[config.mk]
export PLATFORM = sky130hd
export DESIGN_NAME = rsc_ctl
export DESIGN_NICKNAME = d
export VERILOG_FILES = /design/src/rsc_pkg.sv /design/src/rsc_ctl.sv /design/src/rsc_sync3.sv /design/src/rsc_ref_timer.sv
export SDC_FILE = /design/constraint.sdc
export NUM_CORES = 1
export LEC_CHECK = 0
export BUFFER_PORTS_ARGS = -buffer_cell sky130_fd_sc_hd__buf_2
export CORE_MARGIN = 2
export CORE_UTILIZATION = 28
export DETAILED_ROUTE_END_ITERATION = 16
export PLACE_DENSITY = 0.59
export SETUP_SLACK_MARGIN = 0.4
export SLEW_MARGIN = 25
export SYNTH_ARGS = -nofsm -noshare
export SYNTH_HDL_FRONTEND = slang
export SYNTH_HIERARCHICAL = 1
export SYNTH_SLANG_ARGS = --single-unit
[constraint.sdc]
create_clock -name hclk -period 6.2 [get_ports hclk]
set_input_delay 0.62 -clock hclk [delete_from_list [all_inputs] [get_ports hclk]]
set_output_delay 0.62 -clock hclk [all_outputs]
set_load 0.02 [all_outputs]
[src/rsc_pkg.sv]
// Purpose: shared constants and types for the refresh and sync-rom clock control block
// Assumes: 32-bit ahb-lite register bus, one memory clock
// Notes: bit positions of the rom clock bits follow the control register layout
package rsc_pkg;
  // register byte offsets
  localparam logic [7:0] RSC_OFS_CTRL = 8'h00;
  localparam logic [7:0] RSC_OFS_RFSH = 8'h04;
  localparam logic [7:0] RSC_OFS_STAT = 8'h08;
  // control register fields
  localparam int RSC_BIT_CKE = 16;
  localparam int RSC_BIT_RUN = 17;
  localparam int RSC_BIT_DIV = 18;
  // status register fields
  localparam int RSC_BIT_PEND = 0;
  localparam int RSC_BIT_ACT = 1;
  localparam int RSC_BIT_BLK = 2;
  // refresh interval field, in units of 32 memory clocks
  localparam int RSC_RI_W = 12;
  localparam int RSC_RI_LSB = 0;
  localparam int RSC_RI_SHIFT = 5;
  localparam int RSC_CNT_W = RSC_RI_W + RSC_RI_SHIFT;
  localparam logic [RSC_RI_W-1:0] RSC_RI_RST = 12'h000;
  localparam logic RSC_DIV_RST = 1'b1;
  // read cycles a pending refresh waits for on each bus width
  localparam logic [1:0] RSC_RD16_CNT = 2'h2;
  localparam logic [1:0] RSC_RD32_CNT = 2'h1;
  // cycles after reset release before the strap is trusted
  localparam logic [1:0] RSC_STRAP_WAIT = 2'h3;
  localparam int RSC_BURST_MAX = 8;
  // ahb encodings
  localparam logic [1:0] RSC_HTRANS_NSEQ = 2'h2;
  localparam logic RSC_HRESP_OKAY = 1'b0;

  typedef enum {RF_IDLE, RF_WAIT, RF_RUN} rsc_rf_state_t;

  // static memory engine progress, one cycle pulses except busy, read, wide32
  typedef struct packed {
    logic busy;
    logic word_done;
    logic rd_cycle;
    logic read;
    logic wide32;
  } rsc_sbus_t;

  // one cycle commands to the sync rom
  typedef struct packed {
    logic pd;
    logic pdx;
  } rsc_romcmd_t;
endpackage : rsc_pkg

[src/rsc_ctl.sv]
// Purpose: dram refresh scheduler and sync-rom clock pin 0 control
// Assumes: sleep, refresh engine and static engine signals are on hclk
// Notes: ahb-lite slave, reads take one wait state, writes none
//
// The address map and the AHB-Lite register port were chosen for this implementation.
`timescale 1ns/10ps
module rsc_ctl import rsc_pkg::*; (
  // clock, reset, clock enable
  input wire logic hclk,
  input wire logic hresetn,
  input wire logic ce,
  // ahb-lite slave
  input wire logic hsel,
  input wire logic [31:0] haddr,
  input wire logic [1:0] htrans,
  input wire logic hwrite,
  input wire logic [2:0] hsize,
  input wire logic [31:0] hwdata,
  input wire logic hready,
  output logic [31:0] hrdata,
  output logic hreadyout,
  output logic hresp,
  // power management
  input wire logic sleep_enter,
  input wire logic sleep_reset,
  input wire logic boot_bank_sync_rom_select,
  // memory engines
  input wire rsc_sbus_t sbus,
  input wire logic dram_burst,
  input wire logic pccard_busy,
  input wire logic refresh_done,
  // refresh control
  output logic refresh_all_banks,
  output logic static_hold,
  output logic dram_hold,
  // sync rom pins and commands
  output logic rom_clock_pin0,
  output logic rom_clock_full_en,
  output logic rom_clock_enable_pin0,
  output rsc_romcmd_t rom_cmd,
  output logic rom_auto_mrs_read_ok,
  output logic rom_auto_any_ok
);
  logic strap_s;
  logic [1:0] init_cnt_r;
  logic init_done_r;
  logic strap_load;
  logic cke_r;
  logic run_r;
  logic div_r;
  logic sw_cke_off_r;
  logic [RSC_RI_W-1:0] ri_r;
  logic rd_pend_r;
  logic wr_pend_r;
  logic [7:0] addr_r;
  logic ctrl_wr;
  logic rfsh_wr;
  logic new_cke;
  logic [31:0] rd_val;
  rsc_rf_state_t rf_st_r;
  rsc_rf_state_t rf_nxt;
  logic [1:0] rd_cnt_r;
  logic expire;
  logic restart;
  logic ins_ok;

  // strap is a pin, so it is synchronised before use
  rsc_sync3 u_strap (
    .hclk(hclk),
    .hresetn(hresetn),
    .ce(ce),
    .pin_in(boot_bank_sync_rom_select),
    .level_out(strap_s)
  );

  rsc_ref_timer u_timer (
    .hclk(hclk),
    .hresetn(hresetn),
    .ce(ce),
    .interval(ri_r),
    .restart(restart),
    .expire(expire)
  );

  // strap is caught once the synchroniser has settled, not under reset
  always_ff @(posedge hclk or negedge hresetn) begin
    if (!hresetn) begin
      init_cnt_r <= 2'h0;
      init_done_r <= 1'b0;
    end else if (ce && (!init_done_r || init_cnt_r == 2'h0)) begin
      init_cnt_r <= init_cnt_r + 2'h1;
      init_done_r <= init_done_r || (init_cnt_r == RSC_STRAP_WAIT);
    end
  end

  // one edge after the count ends, so the synchroniser output has settled
  assign strap_load = (ce && init_done_r && init_cnt_r == 2'h0) || (ce && sleep_reset);

  // ahb address phase capture
  always_ff @(posedge hclk or negedge hresetn) begin
    if (!hresetn) begin
      rd_pend_r <= 1'b0;
      wr_pend_r <= 1'b0;
      addr_r <= 8'h00;
    end else if (ce && hready) begin
      rd_pend_r <= hsel && htrans == RSC_HTRANS_NSEQ && !hwrite;
      wr_pend_r <= hsel && htrans == RSC_HTRANS_NSEQ && hwrite;
      addr_r <= haddr[7:0];
    end else if (ce) begin
      rd_pend_r <= 1'b0;
    end
  end

  assign ctrl_wr = ce && wr_pend_r && addr_r == RSC_OFS_CTRL;
  assign rfsh_wr = ce && wr_pend_r && addr_r == RSC_OFS_RFSH;
  assign new_cke = hwdata[RSC_BIT_CKE];

  // one wait state on reads lets a preceding write land first
  always_ff @(posedge hclk or negedge hresetn) begin
    if (!hresetn) begin
      hreadyout <= 1'b1;
      hrdata <= 32'h0000_0000;
      hresp <= RSC_HRESP_OKAY;
    end else if (ce) begin
      hresp <= RSC_HRESP_OKAY;
      if (hready && hsel && htrans == RSC_HTRANS_NSEQ && !hwrite) begin
        hreadyout <= 1'b0;
      end else if (rd_pend_r) begin
        hreadyout <= 1'b1;
        hrdata <= rd_val;
      end
    end
  end

  always_comb begin
    rd_val = 32'h0000_0000;
    unique case (addr_r)
      RSC_OFS_CTRL: begin
        rd_val[RSC_BIT_CKE] = cke_r;
        rd_val[RSC_BIT_RUN] = run_r;
        rd_val[RSC_BIT_DIV] = div_r;
      end
      RSC_OFS_RFSH: rd_val[RSC_RI_LSB +: RSC_RI_W] = ri_r;
      RSC_OFS_STAT: begin
        rd_val[RSC_BIT_PEND] = rf_st_r == RF_WAIT;
        rd_val[RSC_BIT_ACT] = rf_st_r == RF_RUN;
        rd_val[RSC_BIT_BLK] = sw_cke_off_r;
      end
      default: rd_val = 32'h0000_0000;
    endcase
  end

  // clock enable level bit
  always_ff @(posedge hclk or negedge hresetn) begin
    if (!hresetn) begin
      cke_r <= 1'b0;
    end else if (strap_load) begin
      cke_r <= strap_s;
    end else if (ce && sleep_enter) begin
      cke_r <= 1'b0;
    end else if (ctrl_wr) begin
      cke_r <= new_cke;
    end
  end

  // clock run bit
  always_ff @(posedge hclk or negedge hresetn) begin
    if (!hresetn) begin
      run_r <= 1'b0;
    end else if (strap_load) begin
      run_r <= strap_s;
    end else if (ce && sleep_enter) begin
      run_r <= 1'b0;
    end else if (ctrl_wr) begin
      run_r <= hwdata[RSC_BIT_RUN];
    end
  end

  // divide bit
  always_ff @(posedge hclk or negedge hresetn) begin
    if (!hresetn) begin
      div_r <= RSC_DIV_RST;
    end else if (ce && sleep_reset) begin
      div_r <= RSC_DIV_RST;
    end else if (ctrl_wr) begin
      div_r <= hwdata[RSC_BIT_DIV];
    end
  end

  // power-down and exit commands on cke edges written by software
  always_ff @(posedge hclk or negedge hresetn) begin
    if (!hresetn) begin
      rom_cmd <= '0;
    end else if (ce) begin
      rom_cmd.pd <= ctrl_wr && !strap_load && !sleep_enter && run_r && cke_r && !new_cke;
      rom_cmd.pdx <= ctrl_wr && !strap_load && !sleep_enter && run_r && !cke_r && new_cke;
    end
  end

  // software power-down leaves the rom unable to take auto mrs/read
  always_ff @(posedge hclk or negedge hresetn) begin
    if (!hresetn) begin
      sw_cke_off_r <= 1'b0;
    end else if (strap_load) begin
      sw_cke_off_r <= 1'b0;
    end else if (ctrl_wr && !sleep_enter) begin
      sw_cke_off_r <= !new_cke;
    end
  end

  // pins and auto command permissions
  always_ff @(posedge hclk or negedge hresetn) begin
    if (!hresetn) begin
      rom_clock_pin0 <= 1'b0;
      rom_clock_full_en <= 1'b0;
      rom_clock_enable_pin0 <= 1'b0;
      rom_auto_mrs_read_ok <= 1'b0;
      rom_auto_any_ok <= 1'b0;
    end else if (ce) begin
      // full rate cannot come from a flop; the pad gates hclk with full_en
      rom_clock_pin0 <= (run_r && div_r) ? !rom_clock_pin0 : 1'b0;
      rom_clock_full_en <= run_r && !div_r;
      rom_clock_enable_pin0 <= cke_r;
      rom_auto_mrs_read_ok <= run_r && !sw_cke_off_r;
      rom_auto_any_ok <= run_r;
    end
  end

  // refresh interval register
  always_ff @(posedge hclk or negedge hresetn) begin
    if (!hresetn) begin
      ri_r <= RSC_RI_RST;
    end else if (rfsh_wr) begin
      ri_r <= hwdata[RSC_RI_LSB +: RSC_RI_W];
    end
  end

  // insertion points; pc card activity is deliberately not a term
  always_comb begin
    ins_ok = 1'b0;
    if (!dram_burst) begin
      if (!sbus.busy) begin
        ins_ok = 1'b1;
      end else if (!sbus.read) begin
        ins_ok = sbus.word_done;
      end else if (sbus.wide32) begin
        ins_ok = rd_cnt_r >= RSC_RD32_CNT;
      end else begin
        ins_ok = rd_cnt_r >= RSC_RD16_CNT;
      end
    end
  end

  always_comb begin
    rf_nxt = rf_st_r;
    unique case (rf_st_r)
      RF_IDLE: if (expire) rf_nxt = RF_WAIT;
      RF_WAIT: if (ins_ok) rf_nxt = RF_RUN;
      RF_RUN: if (refresh_done) rf_nxt = RF_IDLE;
    endcase
  end

  assign restart = rf_st_r == RF_RUN && refresh_done;

  always_ff @(posedge hclk or negedge hresetn) begin
    if (!hresetn) begin
      rf_st_r <= RF_IDLE;
    end else if (ce) begin
      rf_st_r <= rf_nxt;
    end
  end

  // read cycles seen while a refresh waits, saturating
  always_ff @(posedge hclk or negedge hresetn) begin
    if (!hresetn) begin
      rd_cnt_r <= 2'h0;
    end else if (ce) begin
      if (rf_st_r != RF_WAIT) begin
        rd_cnt_r <= 2'h0;
      end else if (sbus.rd_cycle && rd_cnt_r != 2'h3) begin
        rd_cnt_r <= rd_cnt_r + 2'h1;
      end
    end
  end

  always_ff @(posedge hclk or negedge hresetn) begin
    if (!hresetn) begin
      refresh_all_banks <= 1'b0;
      static_hold <= 1'b0;
      dram_hold <= 1'b0;
    end else if (ce) begin
      refresh_all_banks <= rf_nxt == RF_RUN;
      static_hold <= rf_nxt == RF_RUN;
      dram_hold <= rf_nxt == RF_RUN;
    end
  end

  a_sleep_cke: assert property (@(posedge hclk) disable iff (!hresetn)
    ce && sleep_enter && !strap_load |=> !cke_r && !rom_cmd.pdx)
    else $error("cke level bit not cleared on sleep");

  a_sleep_run: assert property (@(posedge hclk) disable iff (!hresetn)
    ce && sleep_enter && !strap_load |=> !run_r ##1 !rom_auto_any_ok || !ce)
    else $error("run bit not cleared on sleep");

  a_pd_cmd: assert property (@(posedge hclk) disable iff (!hresetn)
    ctrl_wr && !strap_load && !sleep_enter && run_r && cke_r && !new_cke
    |=> rom_cmd.pd && !cke_r)
    else $error("power-down command missing");

  a_pdx_cmd: assert property (@(posedge hclk) disable iff (!hresetn)
    ctrl_wr && !strap_load && !sleep_enter && run_r && !cke_r && new_cke
    |=> rom_cmd.pdx && cke_r)
    else $error("power-down exit command missing");

  a_mrs_block: assert property (@(posedge hclk) disable iff (!hresetn)
    ce && sw_cke_off_r |=> !rom_auto_mrs_read_ok)
    else $error("auto mrs/read allowed after software power-down");

  a_clk_stop: assert property (@(posedge hclk) disable iff (!hresetn)
    ce && !run_r |=> !rom_clock_pin0 && !rom_clock_full_en && !rom_auto_any_ok)
    else $error("rom clock running while run bit clear");

  a_half_rate: assert property (@(posedge hclk) disable iff (!hresetn)
    ce && run_r && div_r |=> rom_clock_pin0 != $past(rom_clock_pin0))
    else $error("rom clock not toggling at half rate");

  a_div_reset: assert property (@(posedge hclk) disable iff (!hresetn)
    ce && sleep_reset |=> div_r)
    else $error("divide bit not set on sleep reset");

  a_burst_gap: assert property (@(posedge hclk) disable iff (!hresetn)
    ce && rf_st_r == RF_WAIT && rf_nxt == RF_RUN |-> !dram_burst ##1 refresh_all_banks)
    else $error("refresh started inside a dram burst");

  a_rd_wait: assert property (@(posedge hclk) disable iff (!hresetn)
    ce && rf_st_r == RF_WAIT && sbus.busy && sbus.read && rf_nxt == RF_RUN
    |-> rd_cnt_r >= (sbus.wide32 ? RSC_RD32_CNT : RSC_RD16_CNT))
    else $error("refresh inserted before read cycles finished");

  a_pend_hold: assert property (@(posedge hclk) disable iff (!hresetn)
    ce && rf_st_r == RF_WAIT && !ins_ok |=> rf_st_r == RF_WAIT && !refresh_all_banks)
    else $error("pending refresh lost");

  a_pccard_free: assert property (@(posedge hclk) disable iff (!hresetn)
    ce && pccard_busy && rf_st_r == RF_WAIT && !dram_burst && !sbus.busy
    |=> rf_st_r == RF_RUN)
    else $error("pc card activity delayed refresh");
endmodule : rsc_ctl

[src/rsc_sync3.sv]
// Purpose: three flop synchroniser for a pin level
// Assumes: input is asynchronous to hclk
// Notes: output moves only when the second and third flops agree
`timescale 1ns/10ps
module rsc_sync3 import rsc_pkg::*; (
  // clock and reset
  input wire logic hclk,
  input wire logic hresetn,
  input wire logic ce,
  // level
  input wire logic pin_in,
  output logic level_out
);
  logic s1_r;
  logic s2_r;
  logic s3_r;

  always_ff @(posedge hclk or negedge hresetn) begin
    if (!hresetn) begin
      s1_r <= 1'b0;
      s2_r <= 1'b0;
      s3_r <= 1'b0;
    end else if (ce) begin
      s1_r <= pin_in;
      s2_r <= s1_r;
      s3_r <= s2_r;
    end
  end

  always_ff @(posedge hclk or negedge hresetn) begin
    if (!hresetn) begin
      level_out <= 1'b0;
    end else if (ce && (s2_r == s3_r)) begin
      level_out <= s3_r;
    end
  end
endmodule : rsc_sync3

[src/rsc_ref_timer.sv]
// Purpose: refresh interval counter
// Assumes: interval of zero disables refresh
// Notes: stops after expiry until restarted, so no expiry is lost
`timescale 1ns/10ps
module rsc_ref_timer import rsc_pkg::*; (
  // clock and reset
  input wire logic hclk,
  input wire logic hresetn,
  input wire logic ce,
  // control
  input wire logic [RSC_RI_W-1:0] interval,
  input wire logic restart,
  // event
  output logic expire
);
  logic [RSC_CNT_W-1:0] cnt_r;
  logic done_r;
  logic [RSC_CNT_W-1:0] limit;

  // interval times 32 clocks
  assign limit = {interval, {RSC_RI_SHIFT{1'b0}}} - {{(RSC_CNT_W-1){1'b0}}, 1'b1};

  always_ff @(posedge hclk or negedge hresetn) begin
    if (!hresetn) begin
      cnt_r <= '0;
      done_r <= 1'b0;
      expire <= 1'b0;
    end else if (ce) begin
      expire <= 1'b0;
      if (restart || interval == '0) begin
        cnt_r <= '0;
        done_r <= 1'b0;
      end else if (!done_r) begin
        if (cnt_r == limit) begin
          done_r <= 1'b1;
          expire <= 1'b1;
        end else begin
          cnt_r <= cnt_r + 1'b1;
        end
      end
    end
  end
endmodule : rsc_ref_timer

# Yosys cells after proc, flatten, opt, wreduce, memory -nomap -nowiden
# Index checks and enable logic that the tools add are counted.
# classes
n_addsub,4
n_lt_le_gt_ge,2
n_eq_ne,15
muxes,36
n_bitwise,1
n_reduce_logical,56
# op_table
cell,n
32-bit 2-to-1 mux,3
32-bit case mux with 3 select lines,1
"32-bit by 2-bit == test with 1-bit output, second input constant",2
"32-bit by 3-bit == test with 1-bit output, second input constant",2
17-bit 2-to-1 mux,3
"32-bit by 1-bit == test with 1-bit output, second input constant",1
32-bit logical NOT,1
"32-bit by 2-bit inequality test with 1-bit output, second input constant",1
1-bit logical AND,29
1-bit 2-to-1 mux,24
"17-bit by 1-bit adder with 17-bit output, second input constant",1
17-bit == test,1
"17-bit by 1-bit subtractor with 17-bit output, second input constant",1
12-bit logical NOT,1
2-bit nonzero test,5
1-bit logical NOT,9
9-bit 2-to-1 mux,1
"8-bit by 3-bit == test with 1-bit output, second input constant",1
"8-bit by 4-bit == test with 1-bit output, second input constant",1
8-bit logical NOT,1
3-bit case mux with 2 select lines,1
3-bit AND reduction,2
"2-bit by 1-bit adder with 2-bit output, second input constant",2
"2-bit == test, second input constant",2
other kinds (12),18
# word_totals
ff_bits,110
input_bits,86
out_inout_bits,44
word_cells,143

# Longest topological paths before layout
# depth
ltp_word,9
depth_mapped,12
ltp_nobuf,9

# Cells and area by module
# Netlist, hierarchy kept.
# by_module_without_submodules
module,instances,cells_each,area_per_inst_um2,seq_area_each_um2
rsc_ctl,1,308,3793.6,2179.6
rsc_ref_timer,1,183,1579.0,475.5
rsc_sync3,1,10,156.4,100.1

# Least setup slack after synthesis
# No wires, ideal clock.
# synth_timing
path_kind,register to register
startpoint,register rf_st_r[26]
endpoint,register u_timer.cnt_r[4]
setup_time_ns,0.126
arrival_time_ns,2.349
t_required_ns,6.074
path_slack_ns,3.725
path_stages_with_launch,10
path_buffers,1
period_less_slack_ns,2.475
cell_sequence,dfrtp_1 -> nor4_1 -> nand4_1 -> nor4b_1 -> and2_1 -> a41oi_1 -> nand2_1 -> clkbuf_1 -> nor4_1 -> a311o_1
# synth_via
elab_chain_cells,5
word_cells_on_any_way,7
classes_between,eq/ne: 3; mux: 1; reduce/logical: 3
# synth_rtl
element,line,rtl
from (decl),rsc_ctl.sv:60,rsc_rf_state_t rf_st_r;
from (signal assigned),rsc_ctl.sv:269,rf_st_r <= rf_nxt;
32-bit by 3-bit == test with 1-bit output (*),rsc_ctl.sv:263,assign restart = rf_st_r == RF_RUN && refresh_done;
1-bit logical AND (*),rsc_ctl.sv:263,
via restart,rsc_ctl.sv:64,logic restart;
1-bit logical OR (*),rsc_ref_timer.sv:30,if (restart || interval == '0) begin
2-bit inequality test (no source line) / 2-bit by 1-bit inequality test with 1-bit output (equally long branches),--,
3-bit AND reduction (no source line),--,
to (signal assigned),rsc_ref_timer.sv:38,cnt_r <= cnt_r + 1'b1;
to (decl),rsc_ref_timer.sv:16,logic [RSC_CNT_W-1:0] cnt_r;
# The timed path passes the listed nets; every way through them passes the cells marked *.
# A chain may end at the register's enable or synchronous reset.

# Worst setup path in the final report
# layout_timing
startpoint,register rf_st_r[23]
endpoint,register u_timer.cnt_r[4]
# Same word-level chain as after synthesis.

==> flow_summary.json <==
{
  "setup-violations-final": 0,
  "synthDominantCellAreaShare_pct": 48.9,
  "post_synth.cell_area_avg_um2": 11.0,
  "leakagePower_nw": 2.90,
  "globalRouteTotalUtil_pct": 12.5,
  "hpwl_mm": 8.49,
  "detail_route.vias_per_cell": 4.79,
  "cts-htree-levels": 3,
  "hold_viol_final": 0,
  "grt.met1_usage_pct": 17.2,
  "firstDrtPassIters": 4,
  "clk_pin_slew_worst_paths_ps": 80,
  "worstSetupStartpointType": "flop",
  "yosys_cell_types": 65,
  "yosysWarnings": 6,
  "synth.largest_area_cell": "sky130_fd_sc_hd__dfrtp_1",
  "grt-busiest-layer": "met2",
  "insertion_delay_ps": 350,
  "share_of_post_route_cells_with_drive_strength_above_1_pct": 23.3,
  "ys_top_cells_by_area": "sky130_fd_sc_hd__dfrtp_1 (49%), sky130_fd_sc_hd__a21boi_0 (3.9%), sky130_fd_sc_hd__mux2_2 (3.5%), sky130_fd_sc_hd__buf_4 (2.7%), sky130_fd_sc_hd__mux2_4 (2.7%)",
  "placement.io_buffers": 66,
  "fillers": 2039,
  "grt.overflow.total": 0,
  "setup_repair_after_global_routing_missed_its_margin": "no",
  "max_freq_ghz": 0.309,
  "maxCapViolCount": 0,
  "timing.critical_path.arrival_ps": 3470,
  "post_cts_hold_buffer_count": 0,
  "detail_route.wl_per_cell_um": 14.6,
  "die_h_um": 145,
  "timing_worst_setup_path_type": "reg -> reg",
  "post-route-period-util_pct": 52.2,
  "maxSlewViolCount": 0,
  "place.detailed.instances": 811,
  "detailedPlace.worstSlack_ps": 2970,
  "grt_antenna_before_repair": 1,
  "route.detailed.drc": 0,
  "met3_usage_grt_pct": 3.34,
  "run_status": "complete, no violations",
  "finalWorstPathRequiredPeriod_ps": 3230,
  "worst_ep_required_time_ps": 6430,
  "grt_max_degree": 75,
  "finalNonFillerCells": 827,
  "globalplace.congestion": 0.833,
  "start_util_pct": 28.5,
  "cts_post_setup_buffers_inserted": 0,
  "synth_seq_area_share_pct": 49.8,
  "global_route.usage.met2_pct": 19.4,
  "syn_area_um2": 5530,
  "tritoncts": "yes",
  "layout_overhead_on_the_synthesized_area_pct": 14.8,
  "clock_tree.buffer_depth": 2,
  "post_synthesis_instance_total": 501,
  "fp-row-count": 51,
  "sink_count": 110,
  "powerDensity_nw_per_um2": 260,
  "cts_buffers": 9,
  "timing.hold.worst.class": "in -> async",
  "number_of_global_route_vias_before_repair": 3980,
  "timing.max_slew.rel_slack_pct": 37.9,
  "drtAntennaViolNets": 0,
  "core_area_um2": 19400,
  "ir_drop_v": 0.000141,
  "num-nets-final": 651,
  "die_area_um2": 20900,
  "r2r.worst_path.cells": 8,
  "first_pass_grt_wire_length_mm": 20.6,
  "async_flop_share_pct": 100,
  "synthFlopType": "sky130_fd_sc_hd__dfrtp_1",
  "ys_ff_latch": 110,
  "timing.final.ws_setup_ps": 2970,
  "die_width_um": 145,
  "route.final.wire_length_mm": 12.0,
  "cts.repair.resized": 0,
  "fin_tns_setup_ps": 0,
  "cts_root_buffer": "sky130_fd_sc_hd__clkbuf_16",
  "final_antenna_diode_count": 0,
  "cp-end-kind": "flop",
  "io_pins": 130,
  "route.vias.total": 3960,
  "drtIter0Drc": 246,
  "cp_max_fo": 14,
  "timing_worst_slew_pin_value_ps": 919,
  "synth_edf_count": 0,
  "worst_clock_skew_ps": 7.30
}
[final timing paths]
| check | end | start | slack [ps] |
|---|---|---|---|
| max | u_timer/cnt_r[4] | rf_st_r[23] | 2970 |
| min | init_cnt_r[0] | hresetn | 230 |
| min in group hclk | init_done_r | init_done_r | 480 |
| min reg2reg | init_done_r | init_done_r | 480 |
| max in group asynchronous | u_timer/cnt_r[14] | hresetn | 4680 |
| max reg2reg | u_timer/cnt_r[4] | rf_st_r[23] | 2970 |
[cell usage in the layout (no fill, tap or decap), types with 5 or more instances in the layout]
master                      count
sky130_fd_sc_hd__inv_1         18
sky130_fd_sc_hd__o211ai_1      13
sky130_fd_sc_hd__buf_2         65
sky130_fd_sc_hd__nor4_1        12
sky130_fd_sc_hd__conb_1        18
sky130_fd_sc_hd__xor2_1         8
sky130_fd_sc_hd__nor3b_1        6
sky130_fd_sc_hd__a21boi_0      29
sky130_fd_sc_hd__xnor2_1       10
sky130_fd_sc_hd__ha_1           8
sky130_fd_sc_hd__nand2b_1      20
sky130_fd_sc_hd__a22o_1        12
sky130_fd_sc_hd__nand3_1       26
sky130_fd_sc_hd__nand2_1       33
sky130_fd_sc_hd__dfrtp_1      108
sky130_fd_sc_hd__mux2_4        10
sky130_fd_sc_hd__nor2_1        12
sky130_fd_sc_hd__clkbuf_16      9
sky130_fd_sc_hd__buf_4          6
sky130_fd_sc_hd__or4_1         11
sky130_fd_sc_hd__nor3_1         5
sky130_fd_sc_hd__nand4_1        6
sky130_fd_sc_hd__mux2_2        17
sky130_fd_sc_hd__o21ai_0       14
sky130_fd_sc_hd__a21oi_1        9
[stage by stage]
step	hold slack, ps	area (um2)	total power [mW]	util [%]
global placement	456	6030	1.06	31.1
floorplan	324	5590	0.993	-
finish	226	6350	1.65	32.7
detailed placement	464	6030	1.08	31.1
global route	243	6350	1.74	32.7
CTS	232	6340	1.67	32.7
[cell families (layout without fill, tap and decap cells)]
logic type,Yosys count,in the layout,synth area share (%)
DFF,110,110,49.8
other,1,18,0.0678
adders and majority gates,8,8,1.81
muxes,29,29,6.54
AOI/OAI and AO/OA,110,110,14.6
xor gates and xnor gates,18,18,2.85
and+or+nand+nor,164,164,18.3
buffers and inverters,61,105,6.09
[cells in the mapped netlist (4+ instances only)]
library cell               count
sky130_fd_sc_hd__nand2_1      33
sky130_fd_sc_hd__nand2b_1     20
sky130_fd_sc_hd__a31oi_1       4
sky130_fd_sc_hd__nand3_1      26
sky130_fd_sc_hd__o21ai_0      14
sky130_fd_sc_hd__xor2_1        8
sky130_fd_sc_hd__buf_4        20
sky130_fd_sc_hd__clkbuf_1     16
sky130_fd_sc_hd__or4_1        11
sky130_fd_sc_hd__dfrtp_1     108
sky130_fd_sc_hd__ha_1          8
sky130_fd_sc_hd__o211ai_1     13
sky130_fd_sc_hd__o311ai_0      4
sky130_fd_sc_hd__nor3_1        5
sky130_fd_sc_hd__nand4_1       6
sky130_fd_sc_hd__mux2_4       10
sky130_fd_sc_hd__and3_1        4
sky130_fd_sc_hd__xnor2_1      10
sky130_fd_sc_hd__a21boi_0     29
sky130_fd_sc_hd__inv_1        18
sky130_fd_sc_hd__nor3b_1       6
sky130_fd_sc_hd__nor2_1       12
sky130_fd_sc_hd__a22o_1       12
sky130_fd_sc_hd__nand3b_1      4
sky130_fd_sc_hd__nor4_1       12
sky130_fd_sc_hd__buf_6         4
sky130_fd_sc_hd__mux2_2       17
sky130_fd_sc_hd__a21oi_1      10
[registers in the layout (all words and copies together) (netlist names), 2 cells and up]
register / count
rf_st_r: 32
u_timer/cnt_r: 17
hrdata: 15
ri_r: 12
addr_r: 8
init_cnt_r: 2
rd_cnt_r: 2
rom_cmd: 2
[critical path: stages (launching register included)]
cell and delay [ps]:
sky130_fd_sc_hd__dfrtp_1 380, sky130_fd_sc_hd__nor4_1 370, sky130_fd_sc_hd__nand4_1 370, sky130_fd_sc_hd__nor4b_1 900, sky130_fd_sc_hd__and2_1 280, sky130_fd_sc_hd__a41oi_1 70, sky130_fd_sc_hd__nand2_1 390, sky130_fd_sc_hd__nor4_1 80
sky130_fd_sc_hd__a311o_1 280
[metal layers]
layer	part of all wire [%]	wire length, um	vias up
met2	45	5460	79
met5	0	0	-
li1	-	-	1915
met3	4.7	563	9
met1	49	5900	1957
met4	1.0	124	0
[area by class of cell]
cell class                      count  area [um2]  share of cell area (%)
Multi-Input combinational cell    347        2520                    39.7
Sequential cell                   110        2760                    43.4
Inverter                           18        67.6                    1.06
Clock inverter                      7        80.1                    1.26
Tap cell                          265         332                    5.22
Clock buffer                        9         225                    3.55
Timing Repair Buffer               71         370                    5.83
[where the power goes]
part	switching (mW)	internal (mW)	total [mW]
Clock	0.274	0.319	0.592
Sequential	0.0482	0.766	0.814
Combinational	0.148	0.0987	0.247
(Power assumes the default switching activity.)
